`config.mk`:
```
export PLATFORM = sky130hd
export DESIGN_NAME = waveform_gen_input_steering
export DESIGN_NICKNAME = d
export VERILOG_FILES = /design/src/hw/wavegen_pkg.sv /design/src/hw/steer_cfg_if.sv /design/src/hw/source_mux.sv /design/src/hw/output_steer.sv /design/src/hw/waveform_gen_input_steering.sv
export SDC_FILE = /design/constraint.sdc
export NUM_CORES = 1
export LEC_CHECK = 0
export BUFFER_PORTS_ARGS = -buffer_cell sky130_fd_sc_hd__buf_4
export CAP_MARGIN = 5
export CORE_ASPECT_RATIO = 1.5
export CORE_MARGIN = 1.5
export CORE_UTILIZATION = 52
export CTS_BUF_LIST = sky130_fd_sc_hd__clkbuf_8
export DETAILED_ROUTE_END_ITERATION = 8
export PLACE_DENSITY = 0.79
export SLEW_MARGIN = 40
export SYNTH_ARGS = -nofsm -noshare
export SYNTH_HDL_FRONTEND = slang
export SYNTH_SLANG_ARGS = --single-unit
```
`constraint.sdc`:
```
create_clock -name clk_sys_i -period 2.4 [get_ports clk_sys_i]
set_input_delay 0.12 -clock clk_sys_i [delete_from_list [all_inputs] [get_ports clk_sys_i]]
set_output_delay 0.12 -clock clk_sys_i [all_outputs]
set_load 0.02 [all_outputs]
```
`src/hw/wavegen_pkg.sv`:
```
package wavegen_pkg;

  // ------------------------------------------------------------------
  // Register byte addresses (AXI4-Lite, one aligned word each)
  // ------------------------------------------------------------------
  localparam logic [3:0] ADDR_CLOCK_SOURCE_SELECT = 4'h0; // Clock pick
  localparam logic [3:0] ADDR_DATA_INPUT_SELECT = 4'h4; // Source pick
  localparam logic [3:0] ADDR_OUTPUT_STEERING_CONTROL = 4'h8; // Steering
  localparam logic [3:0] ADDR_WAVE_CONTROL = 4'hC; // Mode and polarity

  // ------------------------------------------------------------------
  // Field positions and reset values
  // ------------------------------------------------------------------
  localparam int CLOCK_PICK_BIT = 0; // Clock select bit
  localparam int FORCE_LSB = 4; // Override levels sit in 7:4
  localparam int ROUTE_LSB = 0; // Steering enables sit in 3:0
  localparam int MODE_LSB = 0; // Mode field 2:0 of control word
  localparam int INVERT_LSB = 8; // Polarity bits 11:8 of control word
  localparam int INPUT_BIT = 16; // Read-only data input level
  localparam logic [7:0] RESET_BYTE = 8'h00; // Every field clears on reset

  // ------------------------------------------------------------------
  // Mode field encodings
  // ------------------------------------------------------------------
  localparam logic [2:0] MODE_ASYNC_STEER = 3'h0; // Steering at once
  localparam logic [2:0] MODE_SYNC_STEER = 3'h1; // Steering at period edge

  // ------------------------------------------------------------------
  // Data source codes
  // ------------------------------------------------------------------
  localparam logic [3:0] SRC_PIN_SELECT = 4'h0;
  localparam logic [3:0] SRC_COMPARATOR_ONE = 4'h1;
  localparam logic [3:0] SRC_COMPARATOR_TWO = 4'h2;
  localparam logic [3:0] SRC_CAPTURE_ONE = 4'h3;
  localparam logic [3:0] SRC_CAPTURE_TWO = 4'h4;
  localparam logic [3:0] SRC_PULSE_FIVE = 4'h7;
  localparam logic [3:0] SRC_PULSE_SIX = 4'h8;
  localparam logic [3:0] SRC_NUMERIC_OSC = 4'h9;
  localparam logic [3:0] SRC_LOGIC_ONE = 4'hA;
  localparam logic [3:0] SRC_LOGIC_TWO = 4'hB;

  // AXI responses
  localparam logic [1:0] RESP_OKAY = 2'h0;
  localparam logic [1:0] RESP_SLVERR = 2'h2;

endpackage

```
`src/hw/steer_cfg_if.sv`:
```
`timescale 1ns/1ps
`default_nettype none
// Configuration handed from the register file to the steering logic
interface steer_cfg_if;
  logic [3:0] force_level; // Override levels D..A in 3:0
  logic [3:0] route_enable; // Steering enables D..A in 3:0
  logic [3:0] invert_out; // Polarity bits D..A in 3:0
  logic [2:0] mode; // Output mode
  logic data_in; // Selected data input level
  modport regs (output force_level, route_enable, invert_out, mode, input data_in);
  modport core (input force_level, route_enable, invert_out, mode, output data_in);
endinterface
`default_nettype wire

```
`src/hw/source_mux.sv`:
```
`timescale 1ns/1ps
`default_nettype none
// Picks the data input from the on-chip sources; reserved codes give 0
module source_mux
  import wavegen_pkg::*;
#(
  parameter bit HAS_COMPARATOR_TWO = 1'b1 // Larger device variant
) (
  input wire logic [3:0] pick_i,
  input wire logic [10:0] sources_i,
  output logic data_o
);
  // ------------------------------------------------------------------
  // Decode
  // ------------------------------------------------------------------
  // Sources order: 0 pin, 1..2 comparators, 3..4 capture, 5..6 pulse,
  // 7 numeric oscillator, 8..9 logic cells
  always_comb begin
    case (pick_i)
      SRC_PIN_SELECT: data_o = sources_i[0];
      SRC_COMPARATOR_ONE: data_o = sources_i[1];
      SRC_COMPARATOR_TWO: data_o = HAS_COMPARATOR_TWO ? sources_i[2] : 1'b0;
      SRC_CAPTURE_ONE: data_o = sources_i[3];
      SRC_CAPTURE_TWO: data_o = sources_i[4];
      SRC_PULSE_FIVE: data_o = sources_i[5];
      SRC_PULSE_SIX: data_o = sources_i[6];
      SRC_NUMERIC_OSC: data_o = sources_i[7];
      SRC_LOGIC_ONE: data_o = sources_i[8];
      SRC_LOGIC_TWO: data_o = sources_i[9];
      default: data_o = 1'b0; // Reserved selections read low
    endcase
  end
endmodule
`default_nettype wire

```
`src/hw/output_steer.sv`:
```
`timescale 1ns/1ps
`default_nettype none
// Per-output steering with override, polarity and sync double-buffer
module output_steer
  import wavegen_pkg::*;
(
  input wire logic clk_sys_i,
  input wire logic reset_n_i,
  input wire logic enable_i,
  input wire logic period_edge_i,
  steer_cfg_if.core cfg,
  output logic [3:0] wave_o
);
  logic [3:0] live_route; // Enables in force on the outputs
  logic [3:0] next_live_route;
  logic [3:0] next_wave;
  logic steer_mode; // Mode is one of the steering modes

  // ------------------------------------------------------------------
  // Steering enable buffer
  // ------------------------------------------------------------------
  always_comb begin
    steer_mode = (cfg.mode == MODE_ASYNC_STEER) || (cfg.mode == MODE_SYNC_STEER);
    if (cfg.mode == MODE_SYNC_STEER) begin
      // Only load at a period boundary to avoid glitching mid-cycle
      next_live_route = period_edge_i ? cfg.route_enable : live_route;
    end else begin
      next_live_route = cfg.route_enable;
    end
  end

  // ------------------------------------------------------------------
  // Per-output drive
  // ------------------------------------------------------------------
  for (genvar i = 0; i < 4; i++) begin : g_out
    always_comb begin
      if (!steer_mode) begin
        next_wave[i] = 1'b0; // Other modes not served here; hold low
      end else if (live_route[i]) begin
        next_wave[i] = cfg.data_in ^ cfg.invert_out[i];
      end else begin
        next_wave[i] = cfg.force_level[i];
      end
    end
  end

  always_ff @(posedge clk_sys_i or negedge reset_n_i) begin
    if (!reset_n_i) begin
      live_route <= 4'h0;
      wave_o <= 4'h0;
    end else if (enable_i) begin
      live_route <= next_live_route;
      wave_o <= next_wave;
    end
  end
endmodule
`default_nettype wire

```
`src/hw/waveform_gen_input_steering.sv`:
```
// The placing of the registers and the AXI4-Lite interface to the registers were left to the implementer.
`timescale 1ns/1ps
`default_nettype none
// Contract
// Clock select bit: system or fast oscillator
// Four-bit code routes waveform data input
// Second comparator code reserved on small variant
// Steering register: overrides 7:4, enables 3:0
// Enable clear forces override; set steers data
// Clock select bits 7:1 read zero
// Data select bits 7:4 read zero
// All fields reset to zero
// Steering applies only in steering modes
// Polarity bit inverts steered output
// Sync mode loads enables at period edge
module waveform_gen_input_steering
  import wavegen_pkg::*;
#(
  parameter bit HAS_COMPARATOR_TWO = 1'b1, // Larger device variant
  parameter int ADDR_W = 4 // AXI address width
) (
  input wire logic clk_sys_i,
  input wire logic reset_n_i,
  input wire logic clk_en_i,
  // AXI4-Lite slave
  input wire logic [ADDR_W-1:0] s_axi_awaddr_i,
  input wire logic s_axi_awvalid_i,
  output logic s_axi_awready_o,
  input wire logic [31:0] s_axi_wdata_i,
  input wire logic [3:0] s_axi_wstrb_i,
  input wire logic s_axi_wvalid_i,
  output logic s_axi_wready_o,
  output logic [1:0] s_axi_bresp_o,
  output logic s_axi_bvalid_o,
  input wire logic s_axi_bready_i,
  input wire logic [ADDR_W-1:0] s_axi_araddr_i,
  input wire logic s_axi_arvalid_i,
  output logic s_axi_arready_o,
  output logic [31:0] s_axi_rdata_o,
  output logic [1:0] s_axi_rresp_o,
  output logic s_axi_rvalid_o,
  input wire logic s_axi_rready_i,
  // Data sources
  input wire logic pin_select_input_i,
  input wire logic comparator_one_result_i,
  input wire logic comparator_two_result_i,
  input wire logic capture_compare_one_i,
  input wire logic capture_compare_two_i,
  input wire logic pulse_unit_five_i,
  input wire logic pulse_unit_six_i,
  input wire logic numeric_oscillator_one_i,
  input wire logic logic_cell_one_i,
  input wire logic logic_cell_two_i,
  input wire logic period_edge_i, // Waveform period boundary pulse
  // Outputs
  output logic clock_pick_o, // 1 selects internal fast oscillator
  output logic wave_output_a_o,
  output logic wave_output_b_o,
  output logic wave_output_c_o,
  output logic wave_output_d_o
);

  // ------------------------------------------------------------------
  // Elaboration checks
  // ------------------------------------------------------------------
  if (ADDR_W < 4) begin : g_bad_addr
    $error("ADDR_W must be at least 4");
  end

  steer_cfg_if cfg ();

  // ------------------------------------------------------------------
  // Registers
  // ------------------------------------------------------------------
  logic clock_pick; // Clock select bit
  logic [3:0] source_pick; // Data source code
  logic [7:0] steering; // Overrides and enables
  logic [2:0] mode; // Output mode
  logic [3:0] invert; // Polarity D..A
  logic clock_pick_q; // Registered clock select output
  logic next_clock_pick;
  logic [3:0] next_source_pick;
  logic [7:0] next_steering;
  logic [2:0] next_mode;
  logic [3:0] next_invert;

  // Bus state
  logic aw_held; // Write address captured
  logic w_held; // Write data captured
  logic [ADDR_W-1:0] aw_addr;
  logic [31:0] w_data;
  logic [3:0] w_route_enable_b;
  logic awready, wready, bvalid, arready, rvalid;
  logic [1:0] bresp, rresp;
  logic [31:0] rdata;
  logic next_aw_held, next_w_held, next_bvalid, next_rvalid;
  logic [ADDR_W-1:0] next_aw_addr;
  logic [31:0] next_w_data, next_rdata;
  logic [3:0] next_w_route_enable_b;
  logic [1:0] next_bresp, next_rresp;
  logic do_write; // Both halves present and response channel free
  logic [3:0] wave;
  logic [31:0] read_word;

  // ------------------------------------------------------------------
  // Write path
  // ------------------------------------------------------------------
  // Address and data are taken in either order; the write commits
  // once both are held and any prior response has been accepted.
  always_comb begin
    next_aw_held = aw_held;
    next_w_held = w_held;
    next_aw_addr = aw_addr;
    next_w_data = w_data;
    next_w_route_enable_b = w_route_enable_b;
    next_bvalid = bvalid;
    next_bresp = bresp;
    next_clock_pick = clock_pick;
    next_source_pick = source_pick;
    next_steering = steering;
    next_mode = mode;
    next_invert = invert;
    if (s_axi_awvalid_i && !aw_held) begin
      next_aw_held = 1'b1;
      next_aw_addr = s_axi_awaddr_i;
    end
    if (s_axi_wvalid_i && !w_held) begin
      next_w_held = 1'b1;
      next_w_data = s_axi_wdata_i;
      next_w_route_enable_b = s_axi_wstrb_i;
    end
    if (bvalid && s_axi_bready_i) begin
      next_bvalid = 1'b0;
    end
    do_write = aw_held && w_held && !bvalid;
    if (do_write) begin
      next_aw_held = 1'b0;
      next_w_held = 1'b0;
      next_bvalid = 1'b1;
      next_bresp = RESP_OKAY;
      case (aw_addr[3:0])
        ADDR_CLOCK_SOURCE_SELECT: begin
          if (w_route_enable_b[0]) begin
            next_clock_pick = w_data[CLOCK_PICK_BIT];
          end
        end
        ADDR_DATA_INPUT_SELECT: begin
          if (w_route_enable_b[0]) begin
            next_source_pick = w_data[3:0];
          end
        end
        ADDR_OUTPUT_STEERING_CONTROL: begin
          if (w_route_enable_b[0]) begin
            next_steering = w_data[7:0];
          end
        end
        ADDR_WAVE_CONTROL: begin
          if (w_route_enable_b[0]) begin
            next_mode = w_data[MODE_LSB +: 3];
          end
          if (w_route_enable_b[1]) begin
            next_invert = w_data[INVERT_LSB +: 4];
          end
        end
        default: begin
          next_bresp = RESP_SLVERR; // Unmapped address
        end
      endcase
      if ((aw_addr >> 4) != '0) begin
        next_bresp = RESP_SLVERR;
        next_clock_pick = clock_pick;
        next_source_pick = source_pick;
        next_steering = steering;
        next_mode = mode;
        next_invert = invert;
      end
    end
  end

  // ------------------------------------------------------------------
  // Read path
  // ------------------------------------------------------------------
  always_comb begin
    read_word = 32'h0000_0000;
    next_rresp = RESP_OKAY;
    case (s_axi_araddr_i[3:0])
      ADDR_CLOCK_SOURCE_SELECT: read_word = {31'h0000_0000, clock_pick};
      ADDR_DATA_INPUT_SELECT: read_word = {28'h000_0000, source_pick};
      ADDR_OUTPUT_STEERING_CONTROL: read_word = {24'h00_0000, steering};
      ADDR_WAVE_CONTROL: begin
        read_word[MODE_LSB +: 3] = mode;
        read_word[INVERT_LSB +: 4] = invert;
        read_word[INPUT_BIT] = cfg.data_in; // Live data input level
      end
      default: next_rresp = RESP_SLVERR;
    endcase
    if ((s_axi_araddr_i >> 4) != '0) begin
      read_word = 32'h0000_0000;
      next_rresp = RESP_SLVERR;
    end
    next_rvalid = rvalid;
    next_rdata = rdata;
    if (rvalid && s_axi_rready_i) begin
      next_rvalid = 1'b0;
    end
    if (s_axi_arvalid_i && arready) begin
      next_rvalid = 1'b1;
      next_rdata = read_word;
    end else begin
      next_rresp = rresp;
    end
  end

  // ------------------------------------------------------------------
  // State registers
  // ------------------------------------------------------------------
  always_ff @(posedge clk_sys_i or negedge reset_n_i) begin
    if (!reset_n_i) begin
      clock_pick <= RESET_BYTE[0];
      source_pick <= RESET_BYTE[3:0];
      steering <= RESET_BYTE;
      mode <= MODE_ASYNC_STEER;
      invert <= RESET_BYTE[3:0];
      clock_pick_q <= 1'b0;
      aw_held <= 1'b0;
      w_held <= 1'b0;
      aw_addr <= '0;
      w_data <= 32'h0000_0000;
      w_route_enable_b <= 4'h0;
      bvalid <= 1'b0;
      bresp <= RESP_OKAY;
      rvalid <= 1'b0;
      rresp <= RESP_OKAY;
      rdata <= 32'h0000_0000;
      awready <= 1'b1;
      wready <= 1'b1;
      arready <= 1'b1;
    end else if (clk_en_i) begin
      clock_pick <= next_clock_pick;
      source_pick <= next_source_pick;
      steering <= next_steering;
      mode <= next_mode;
      invert <= next_invert;
      clock_pick_q <= next_clock_pick;
      aw_held <= next_aw_held;
      w_held <= next_w_held;
      aw_addr <= next_aw_addr;
      w_data <= next_w_data;
      w_route_enable_b <= next_w_route_enable_b;
      bvalid <= next_bvalid;
      bresp <= next_bresp;
      rvalid <= next_rvalid;
      rresp <= next_rresp;
      rdata <= next_rdata;
      awready <= !next_aw_held; // Ready while the slot is empty
      wready <= !next_w_held;
      arready <= !next_rvalid;
    end
  end

  // ------------------------------------------------------------------
  // Configuration to the steering core
  // ------------------------------------------------------------------
  assign cfg.force_level = steering[FORCE_LSB +: 4];
  assign cfg.route_enable = steering[ROUTE_LSB +: 4];
  assign cfg.invert_out = invert;
  assign cfg.mode = mode;

  source_mux #(
    .HAS_COMPARATOR_TWO(HAS_COMPARATOR_TWO)
  ) u_mux (
    .pick_i(source_pick),
    .sources_i({1'b0, logic_cell_two_i, logic_cell_one_i, numeric_oscillator_one_i,
      pulse_unit_six_i, pulse_unit_five_i, capture_compare_two_i, capture_compare_one_i,
      comparator_two_result_i, comparator_one_result_i, pin_select_input_i}),
    .data_o(cfg.data_in)
  );

  output_steer u_steer (
    .clk_sys_i(clk_sys_i),
    .reset_n_i(reset_n_i),
    .enable_i(clk_en_i),
    .period_edge_i(period_edge_i),
    .cfg(cfg),
    .wave_o(wave)
  );

  // ------------------------------------------------------------------
  // Outputs, all straight from flops
  // ------------------------------------------------------------------
  assign s_axi_awready_o = awready;
  assign s_axi_wready_o = wready;
  assign s_axi_bvalid_o = bvalid;
  assign s_axi_bresp_o = bresp;
  assign s_axi_arready_o = arready;
  assign s_axi_rvalid_o = rvalid;
  assign s_axi_rresp_o = rresp;
  assign s_axi_rdata_o = rdata;
  assign clock_pick_o = clock_pick_q;
  assign wave_output_a_o = wave[0];
  assign wave_output_b_o = wave[1];
  assign wave_output_c_o = wave[2];
  assign wave_output_d_o = wave[3];

endmodule
`default_nettype wire

```
==> impl_results.md, run 1 <==
- Routed len/inst: between 10 and 15 microns
- RSZ-0062 raised after global routing: false
- Synth top area cells: dfrtp_1 52%, mux2_2 17%, buf_4 5.3%
- Cell count after synthesis: about 240
- Critical Path AT: roughly 2100 ps
- Buffers & Inverters on Critical Path: 0
- Max-slew violation count: 0
- Post-synthesis adder-cell area fraction: 0%
- Main synth FF type: dfrtp_1
- Post-DP HPWL: 4280 microns
- Leak: 1.94 nW
- DR vias/cell: 5.27
- Mapped cell area: 0.00312 sq mm
- Overall Global Routing Usage: between 10% and 20%
- Detailed Routing Iterations Pass 1: 5
- Cell Count, Final, Fillers Out: 390
- CP endpoint kind: flip-flop
- Antenna-violating nets left: 0
- # clock sinks: 68
- Post-synth top area cell: dfrtp_1
- Vias after detailed routing: around 2,100
- Syn_area_per_cell: around 13 sq um
- Sequential area share after synthesis: between 50% and 60%
- TritonCTS buffer count: 9
- Full die area: 0.00648 sq mm
- Nets: 376
- Largest net degree at the start of global routing: 69
- Area grow syn2layout: 22.8%
- VDD IR-drop max: 0.651 mV
- CTS tree: built
- Row count: 34
- Final worst setup slack: about 490 ps
- Critical-path top delay cell: dfrtp_1
- Max-capacitance violation count: 0
- Clk_skew: ~6.9 ps
- Clock Path Buffers: 2
- Fin crit period: ~1900 ps
- CP required: between 2000 and 3000 ps
- Cell Pwr Density: 1020 mW/mm^2
- Period utilization: about four fifths
- CP top delay family: simple AND/OR/NAND/NOR gates
- Number of global-route vias before repair: roughly 2,100
- Later-pin clock latency in the skew report: roughly 340 ps
- Final hold viol count: 0
- Most common cell after layout, fill and taps aside: buf_4
- #FFs+latches synth: 68
- Critical path class: flip-flop to flip-flop
- Hold slack: roughly 10 ps
- Placed cell count: 370
- Post-synth EDFFs: 0
- CP Cell Sequence: and4b_4 > nor3b_4 > nand4_1 > mux2_2
- CTS Root Cell: clkbuf_8
- FFs w/ async S/R, synth: between 90% and 100%
- Yosys warns: 0
- Share of the synthesized area in the top cell type: between 50% and 60%
- Worst-path clk slew: roughly 70 ps
- Initial core utilization: between 50% and 60%
- Synth Area in XOR/XNOR: 0%
- Hold crit path type: primary input to flip-flop
- Port buffer count: 65
- Worst-Margin Slew: between 600 and 700 ps
- Area of the core: just under 0.006 sq mm
- Reg2reg setup slack: approximately 490 ps
- Post-layout util: 66.2%
- Fmax: between 0.5 and 0.6 GHz
- Antenna violations before repair: 0
- Simple-gate share of the synthesized area: around 9.2%
- Die W: approximately 66 microns
- Multiplexer share of the synthesized area: 18.5%
- Crit Path Max Fanout: 6
- # diodes: 0
- Dpl ws: roughly 480 ps
- Startpoint Class: flip-flop
- Drt total wl: 5760 microns
- Main combinational cell family by area after synthesis: multiplexers
- Ports: 109
- Chip height: between 90 and 100 microns
- Share of cells above drive strength 1: between 40% and 50%
- First-pass GRT wire length: about 9400 microns
- # setup viols final: 0
- Complex-gate fraction of the synthesized area: roughly a tenth
- Grt total ovfl: 0
- Setup TNS: 0 ps
- Remaining DRCs: 0
- Yosys cell types: 44
- Relative slew slack: a little over half
- Max incr delay on CP: 420 ps
- CTS resizes: 0
- Status: finished clean
- H-Tree Depth: 3
- Iteration-0 DRC Markers: between 50 and 60
- Most frequent cells in the layout: 67 x buf_4, 65 x dfrtp_1, 46 x mux2_2
- Routability Congestion: approximately 0.77
## path summary, 6_finish.rpt
check / startpoint / depth (start not counted) / to
max in group asynchronous: reset_n_i / 2 / steering[2]$_DFFE_PN0P_
hold reg to reg: w_data[6]$_DFFE_PN0P_ / 1 / steering[6]$_DFFE_PN0P_
hold / removal: s_axi_awaddr_i[3] / 2 / aw_addr[3]$_DFFE_PN0P_
setup / recovery: s_axi_bvalid_o$_DFFE_PN0P_ / 4 / cfg.invert_out[2]$_DFFE_PN0P_
min in group asynchronous: reset_n_i / 2 / w_held$_DFFE_PN0P_
setup reg to reg: s_axi_bvalid_o$_DFFE_PN0P_ / 4 / cfg.invert_out[2]$_DFFE_PN0P_
## worst reg2reg max path, stage by stage (launching register included)
cell and delay (ps):
dfrtp_1 420, and4b_4 380, nor3b_4 350, nand4_1 300, mux2_2 350
## cell type report
| class | count | area (sq um) |
|---|---|---|
| fill | 449 | 1960 |
| inverter | 9 | 33.8 |
| tap | 72 | 90.1 |
| clock buffer | 10 | 138 |
| sequential | 68 | 1710 |
| multi-input combinational | 153 | 1260 |
| timing repair buffer | 72 | 554 |
| clock inverter | 6 | 50.0 |
## what timing repair did
item / in CTS / in global routing
endpoints found under the setup margin: 0 / 0
hold buffers: 2 / 2
buffers inserted: 0 / 0
hold endpoints to repair: 66 / 2
## state kept, by name, indices dropped and copies added, names as in the netlist, 2 cells and up
| signal | cells |
|---|---|
| w_route_enable_b | 2 |
| cfg.mode | 3 |
| w_data | 12 |
| u_steer.live_route | 4 |
| steering | 8 |
| cfg.invert_out | 4 |
| s_axi_rdata_o | 13 |
| aw_addr | 4 |
| source_pick | 4 |
| u_steer.wave_o | 4 |
## synth_stat cells, types with 2 or more instances
library cell	count
o221ai_1	2
nor3_1	3
nand4_1	2
o21ai_0	4
nor4_1	4
mux2i_1	2
buf_4	22
clkbuf_1	3
inv_1	9
o22ai_1	4
o31ai_1	4
nand2_1	8
and3b_1	4
a22o_1	15
nand3b_1	2
mux2_2	46
nand3_1	2
nor2_1	7
o21a_1	2
a21oi_1	3
dfrtp_1	65
dfstp_2	3
## cell families after synthesis
kind of cell           after synthesis
flip-flops                          68
multiplexers                        50
AND/OR/NAND/NOR                     42
AO/OA/AOI/OAI                       40
buffers and inverters               37
other                                1
## power breakdown
group	leakage [nW]	switching, mW	internal, mW
combinational	0.948	0.486	0.627
clock	0.111	0.398	0.492
sequential	0.876	0.359	1.55
total	1.94	1.24	2.67
## through the flow
stage | total power [mW] | cell area [sq um]
4_1_cts | 3.94 | 3800
5_1_grt | 4.14 | 3830
3_3_place_gp | 2.99 | 3600
2_1_floorplan | 2.64 | 3190
6_report | 3.91 | 3830
3_5_place_dp | 3.04 | 3600
## layer usage
layer,wire length (microns),up-vias,track usage (%),part of all wire (%)
met4,196,0,11.8,3.4
met2,3130,65,33.4,54
li1,-,987,-,-
met5,0,-,0,0
met3,248,12,4.03,4.3
met1,2190,993,21.2,38
Power figures use the tool's default switching activity.
==> inputs of run 2 (changes only) <==
- clock period: 2.4 -> 1.9 ns (I/O delays scaled with it)
==> run 2 against run 1 <==
Register-to-register slack worse by 490 ps. First-iteration DRC count is 83% higher. Hold slack better by 9.4 ps. Die area stayed put. Sequential power is 26% higher. Critical path depth is 1 higher. Routed wire length is 13% higher. Setup slack worse by 490 ps. Critical endpoint is now u_steer.wave_o[2]$_DFFE_PN0P_. Largest cell class unchanged. Highest routed layer unchanged.
==> impl_results.md, run 2 (synthesis results as in run 1) <==
- Met2 routed WL: 3620 microns (was 3130 microns)
- Dpl ws: 82.6 ps (was 479 ps)
- Max-capacitance violation count: 0 (unchanged)
- CP endpoint kind: flip-flop (unchanged)
- Max-slew violation count: 0 (unchanged)
- Clock Path Buffers: 2 (unchanged)
- Crit Path Max Fanout: 9 (was 6)
- Max reg flops: 13 (unchanged)
- Met1 WL: 2370 microns (was 2190 microns)
- Antenna violations before repair: 0 (unchanged)
- Relative slew slack: 60.5% (was 54.6%)
- Worst-Margin Slew: 593 ps (was 680 ps)
- # diodes: 0 (unchanged)
- Routability Congestion: 0.763 (was 0.770)
- # clock sinks: 68 (unchanged)
- Area of the multi-input gates: 0.00126 sq mm (about the same)
- Share of cells above drive strength 1: 43.4% (about the same)
- Post-route cell area: 0.00405 sq mm (was 0.00383 sq mm)
- Later-pin clock latency in the skew report: 340 ps (about the same)
- Chip height: 97.8 microns (unchanged)
- CTS tree: built (unchanged)
- Critical path class: flip-flop to flip-flop (unchanged)
- Overall Global Routing Usage: 21.0% (was 19.4%)
- CTS Root Cell: clkbuf_8 (unchanged)
- Drt total wl: 6500 microns (was 5760 microns)
- Cell Count, Final, Fillers Out: 413 (was 390)
- Cell Pwr Density: 1250 mW/mm^2 (was 1020 mW/mm^2)
- Most frequent cells in the layout: 74 x buf_4, 65 x dfrtp_1, 46 x mux2_2 (was 67 x buf_4, 65 x dfrtp_1, 46 x mux2_2)
- Critical Path AT: 2120 ps (was 2130 ps)
- Worst-path clk slew: 70 ps (about the same)
- Area grow syn2layout: 30.0% (was 22.8%)
- Vias after detailed routing: 2,237 (was 2,057)
- Initial core utilization: 53.9% (unchanged)
- Remaining DRCs: 0 (unchanged)
- Setup Buffers After CTS: 0 (unchanged)
- Placed cell area: 0.00365 sq mm (was 0.00360 sq mm)
- Fillers: 418 (was 449)
- Grt total ovfl: 0 (unchanged)
- Placed cell count: 377 (was 370)
- Fin crit period: 1900 ps (was 1910 ps)
- Reg area: 0.00171 sq mm (unchanged)
- Final hold viol count: 0 (unchanged)
- Antenna-violating nets left: 0 (unchanged)
- # setup viols final: 0 (unchanged)
- Clk_skew: 8.12 ps (was 6.86 ps)
- Period utilization: 99.9% (was 79.4%)
- Nets: 399 (was 376)
- Routed len/inst: 15.7 microns (was 14.8 microns)
- Highest Signal Layer: met4 (unchanged)
- Post-DP HPWL: 4630 microns (was 4280 microns)
- VDD IR-drop max: 0.732 mV (was 0.651 mV)
- Full die area: 0.00648 sq mm (unchanged)
- Fmax: 0.527 GHz (was 0.525 GHz)
- Largest net degree at the start of global routing: 69 (unchanged)
- Number of global-route vias before repair: 2,185 (was 2,059)
- Final worst setup slack: 1.46 ps (was 495 ps)
- Iteration-0 DRC Markers: 99 (was 54)
- Startpoint Class: flip-flop (unchanged)
- Die W: 66.2 microns (unchanged)
- Leak: 2.04 nW (was 1.94 nW)
- Port buffer count: 65 (unchanged)
- Area of the core: 0.00579 sq mm (unchanged)
- H-Tree Depth: 3 (unchanged)
- Metal3 WL: 300 microns (was 248 microns)
- Status: finished clean (unchanged)
- Most common cell after layout, fill and taps aside: buf_4 (unchanged)
- Ports: 109 (unchanged)
- First-pass GRT wire length: 10,200 microns (was 9410 microns)
- Detailed Routing Iterations Pass 1: 4 (was 5)
- Hold crit path type: primary input to flip-flop (unchanged)
- DR vias/cell: 5.42 (was 5.27)
- TritonCTS buffer count: 9 (unchanged)
- CP required: 2120 ps (was 2620 ps)
- Overall power: 5.08 mW (was 3.91 mW)
- Row count: 34 (unchanged)
==> run 2: changes by cell type in the layout (fill, tap and decap cells not counted), sizes merged <==
cell / previous run / this run
dlygate4sd3: 4 / 20
buf: 68 / 75
clkinv: 1 / 3
inv: 13 / 11
==> run 2: routing by layer <==
metal	up-vias	global-route usage [%]
met4	0	11.1
li1	1030	-
met1	1116	22.3
met5	-	0
met3	14	5.76
met2	77	36.8
==> run 2: what timing repair did <==
item | 4_1_cts | 5_1_grt
hold buffers | 20 | 0
gates resized for setup | 0 | 1
setup endpoints to repair | 0 | 1
hold endpoints to repair | 84 | 0
==> run 2: layout make-up <==
type / instances / area share (%)
clock buffers: 10 / 3.40
repair buffers: 95 / 18.9
well taps: 72 / 2.22
flip-flops and latches: 68 / 42.1
clock inverters: 6 / 1.39
inverters: 9 / 0.834
multi-input cells: 153 / 31.2
==> run 2: critical path, cell delays in order, from the launching register on <==
cell and delay (ps):
dfrtp_1 420, or2_2 310, o221a_1 380, o31ai_1 360, and3b_1 240, o22ai_1 90
==> run 2: through the flow <==
stage	util [%]	TNS, ps	hold slack (ps)
final	70.0	0	19.5
after global routing	70.0	-61.5	32.7
after CTS	69.9	0	4.08
after detailed placement	63.1	0	250
after global placement	63.1	0	240
after floorplan	-	0	-201
==> run 2: path summary, 6_finish.rpt <==
check / from / to / slack (ps) / cells after the start
worst max-delay path: source_pick[1]$_DFFE_PN0P_ / u_steer.wave_o[2]$_DFFE_PN0P_ / 1 / 5
worst min-delay path: s_axi_wvalid_i / w_held$_DFFE_PN0P_ / 20 / 3
worst max register to register: source_pick[1]$_DFFE_PN0P_ / u_steer.wave_o[2]$_DFFE_PN0P_ / 1 / 5
worst min register to register: w_data[5]$_DFFE_PN0P_ / w_data[5]$_DFFE_PN0P_ / 500 / 1
max in group asynchronous: reset_n_i / s_axi_rdata_o[2]$_DFFE_PN0P_ / 1180 / 2
min in group asynchronous: reset_n_i / cfg.invert_out[0]$_DFFE_PN0P_ / 320 / 2
==> run 2: report_power, final <==
group | switching (mW) | internal [mW] | total, mW | leakage [nW]
Clock | 0.514 | 0.630 | 1.14 | 0.109
Sequential | 0.459 | 1.96 | 2.41 | 0.876
Combinational | 0.669 | 0.855 | 1.52 | 1.05
Total | 1.64 | 3.44 | 5.08 | 2.04
==> inputs of run 3 (changes only) <==
- CAP_MARGIN: 5 -> default
- PLACE_DENSITY: 0.79 -> 0.83
==> run 3 against run 2 <==
First-iteration DRC count increased by 13%. Clock skew decreased by 1.2 ps. Die area unchanged. Largest power group unchanged. Critical endpoint unchanged. Via count decreased by 0.98%.
==> impl_results.md, run 3 (synthesis results as in run 1) <==
- Status: finished clean (unchanged)
- Worst-Margin Slew: 580 ps (was 593 ps)
- Vias after detailed routing: 2,215 (was 2,237)
- Remaining DRCs: 0 (unchanged)
- Area of the core: 0.00579 sq mm (unchanged)
- Routed len/inst: 14.9 microns (was 15.7 microns)
- VDD IR-drop max: 0.818 mV (was 0.732 mV)
- Cell-internal power: 3.55 mW (was 3.44 mW)
- Crit Path Max Fanout: 9 (unchanged)
- CP Cell Sequence: or2_2 > o221a_2 > nor4_1 > and3b_1 > o22ai_1 (was or2_2 > o221a_1 > o31ai_1 > and3b_1 > o22ai_1)
- Sequential Power Share: 46.5% (was 47.5%)
- Port buffer count: 65 (unchanged)
- Buffers & Inverters on Critical Path: 0 (unchanged)
- Placed cell count: 377 (unchanged)
- CP required: 2160 ps (was 2120 ps)
- CTS Root Cell: clkbuf_8 (unchanged)
- Logic gate share of total power: 29.0% (was 30.0%)
- Die W: 66.2 microns (unchanged)
- RSZ-0062 raised after global routing: false
- Drt total wl: 6140 microns (was 6500 microns)
- # clock sinks: 68 (unchanged)
- Hold crit path type: primary input to flip-flop (unchanged)
- TritonCTS buffer count: 9 (unchanged)
- Critical path class: flip-flop to flip-flop (unchanged)
- Post-route cell area: 0.00405 sq mm (about the same)
- Clock power share: 24.6% (was 22.5%)
- Net Sw Frac: 31.4% (was 32.3%)
- Period utilization: 93.1% (was 99.9%)
- Overall power: 5.18 mW (was 5.08 mW)
- Share of cells above drive strength 1: 44.2% (was 43.4%)
- Cell Pwr Density: 1280 mW/mm^2 (was 1250 mW/mm^2)
- Post-layout util: 70.1% (was 70.0%)
- Critical R2R Capture: u_steer.wave_o[2]$_DFFE_PN0P_ (unchanged)
- Antenna-violating nets left: 0 (unchanged)
- Setup Buffers After CTS: 0 (unchanged)
- # diodes: 0 (unchanged)
- Area of the multi-input gates: 0.00126 sq mm (about the same)
- Final hold viol count: 0 (unchanged)
- Worst hold start: s_axi_wdata_i[3] (was s_axi_wvalid_i)
- CTS tree: built (unchanged)
- H-Tree Depth: 3 (unchanged)
- Max-slew violation count: 0 (unchanged)
- Startpoint Class: flip-flop (unchanged)
- Ports: 109 (unchanged)
- Routability Congestion: 0.795 (was 0.763)
- Post-DP HPWL: 4480 microns (was 4630 microns)
- Max incr delay on CP: 430 ps (was 420 ps)
- Fin crit period: 1770 ps (was 1900 ps)
- Reg2Reg Launch Point: source_pick[2]$_DFFE_PN0P_ (was source_pick[1]$_DFFE_PN0P_)
- Clk_skew: 6.91 ps (was 8.12 ps)
- Final worst setup slack: 131 ps (was 1.46 ps)
- Setup TNS: 0 ps (unchanged)
- Relative slew slack: 61.4% (was 60.5%)
- CP top delay family: simple AND/OR/NAND/NOR gates (was compound AO/OA/AOI/OAI gates)
- Grt total ovfl: 0 (unchanged)
- Leak: 2.03 nW (was 2.04 nW)
- Row count: 34 (unchanged)
- Hold Path Sink: w_data[3]$_DFFE_PN0P_ (was w_held$_DFFE_PN0P_)
- Iteration-0 DRC Markers: 112 (was 99)
- Most common cell after layout, fill and taps aside: buf_4 (unchanged)
- Chip height: 97.8 microns (unchanged)
- Max reg flops: 13 (unchanged)
- Area grow syn2layout: 30.1% (was 30.0%)
- First-pass GRT wire length: 9950 microns (was 10,200 microns)
- Full die area: 0.00648 sq mm (unchanged)
- Max-capacitance violation count: 0 (unchanged)
- # setup viols final: 0 (unchanged)
- Cell Count, Final, Fillers Out: 411 (was 413)
- Largest net degree at the start of global routing: 69 (unchanged)
- Nets: 397 (was 399)
- Fillers: 439 (was 418)
- Antenna violations before repair: 0 (unchanged)
- Critical-path top delay cell: dfrtp_1 (unchanged)
- Most frequent cells in the layout: 74 x buf_4, 65 x dfrtp_1, 46 x mux2_2 (unchanged)
- P_sw: 1.63 mW (was 1.64 mW)
- Fmax: 0.565 GHz (was 0.527 GHz)
- Clock Path Buffers: 2 (unchanged)
- Placed cell area: 0.00365 sq mm (unchanged)
- Detailed Routing Iterations Pass 1: 4 (unchanged)
- Critical Path AT: 2030 ps (was 2120 ps)
- DR vias/cell: 5.39 (was 5.42)
- Hold slack: 5.11 ps (was 19.5 ps)
- Number of global-route vias before repair: 2,217 (was 2,185)
- Dpl ws: 124 ps (was 82.6 ps)
- CP endpoint kind: flip-flop (unchanged)
- Worst-path clk slew: 70 ps (about the same)
- Initial core utilization: 53.9% (unchanged)
- Worst Reg2Reg Path Length in Cells: 5 (unchanged)
- Overall Global Routing Usage: 20.2% (was 21.0%)
- Hold path cells: 2 (was 3)
- Reg area: 0.00171 sq mm (unchanged)
- Later-pin clock latency in the skew report: 330 ps (was 340 ps)
- Reg2reg setup slack: 130 ps (was 1 ps)
-- run 3: cell types whose count changed in the layout (fill, tap and decap cells not counted) --
cell           change
o221a_2            +1
nor4_1             +1
clkbuf_8           +3
o221a_1            -1
clkinv_2           -1
inv_1              -2
clkinvlp_4         +1
dlygate4sd3_1      -2
clkinv_4           -1
nor4_2             -1
-- run 3: cell type report --
class	count	area share, %
Sequential cell	68	42.1
Multi-Input combinational cell	153	31.0
Timing Repair Buffer	93	18.4
Clock buffer	13	4.41
Tap cell	72	2.22
Clock inverter	3	1.05
Inverter	9	0.833
-- run 3: timing repair --
item                                   4_1_cts  5_1_grt
setup endpoints to repair                    0        2
endpoints found under the hold margin       82        0
hold buffers                                18        0
gates resized for setup                      0        1
-- run 3: metal layers --
layer / up-vias / track usage (%) / share of wire [%]
li1: 1023 / - / -
met1: 1099 / 22.5 / 37
met2: 78 / 34.2 / 55
met3: 15 / 3.11 / 4.8
met4: 0 / 13.8 / 3.3
met5: - / 0 / 0
-- run 3: how the worst max path moves through the flow --
stage | start | endpoint | depth (start not counted)
floorplan | s_axi_bvalid_o$_DFFE_PN0P_ | clock_pick_o$_DFFE_PN0P_ | 5
global placement | source_pick[0]$_DFFE_PN0P_ | u_steer.wave_o[0]$_DFFE_PN0P_ | 6
detailed placement | s_axi_bvalid_o$_DFFE_PN0P_ | clock_pick_o$_DFFE_PN0P_ | 6
CTS | source_pick[2]$_DFFE_PN0P_ | u_steer.wave_o[2]$_DFFE_PN0P_ | 5
global route | s_axi_bvalid_o$_DFFE_PN0P_ | clock_pick_o$_DFFE_PN0P_ | 6
finish | source_pick[2]$_DFFE_PN0P_ | u_steer.wave_o[2]$_DFFE_PN0P_ | 5
-- run 3: worst register-to-register path, delay by kind of cell (launching register included) --
family / cells / cell delay, ps
AO/OA/AOI/OAI: 2 / 490
AND/OR/NAND/NOR: 3 / 770
flip-flops: 1 / 430
-- run 3: power groups by stage --
| stage | combinational (mW) | sequential (mW) | clock, mW |
|---|---|---|---|
| final | 1.50 | 2.40 | 1.27 |
| after detailed placement | 1.47 | 2.43 | 0 |
| after floorplan | 0.904 | 2.43 | 0 |
| after CTS | 1.51 | 2.40 | 1.30 |
| after global routing | 1.62 | 2.47 | 1.35 |
| after global placement | 1.42 | 2.39 | 0 |
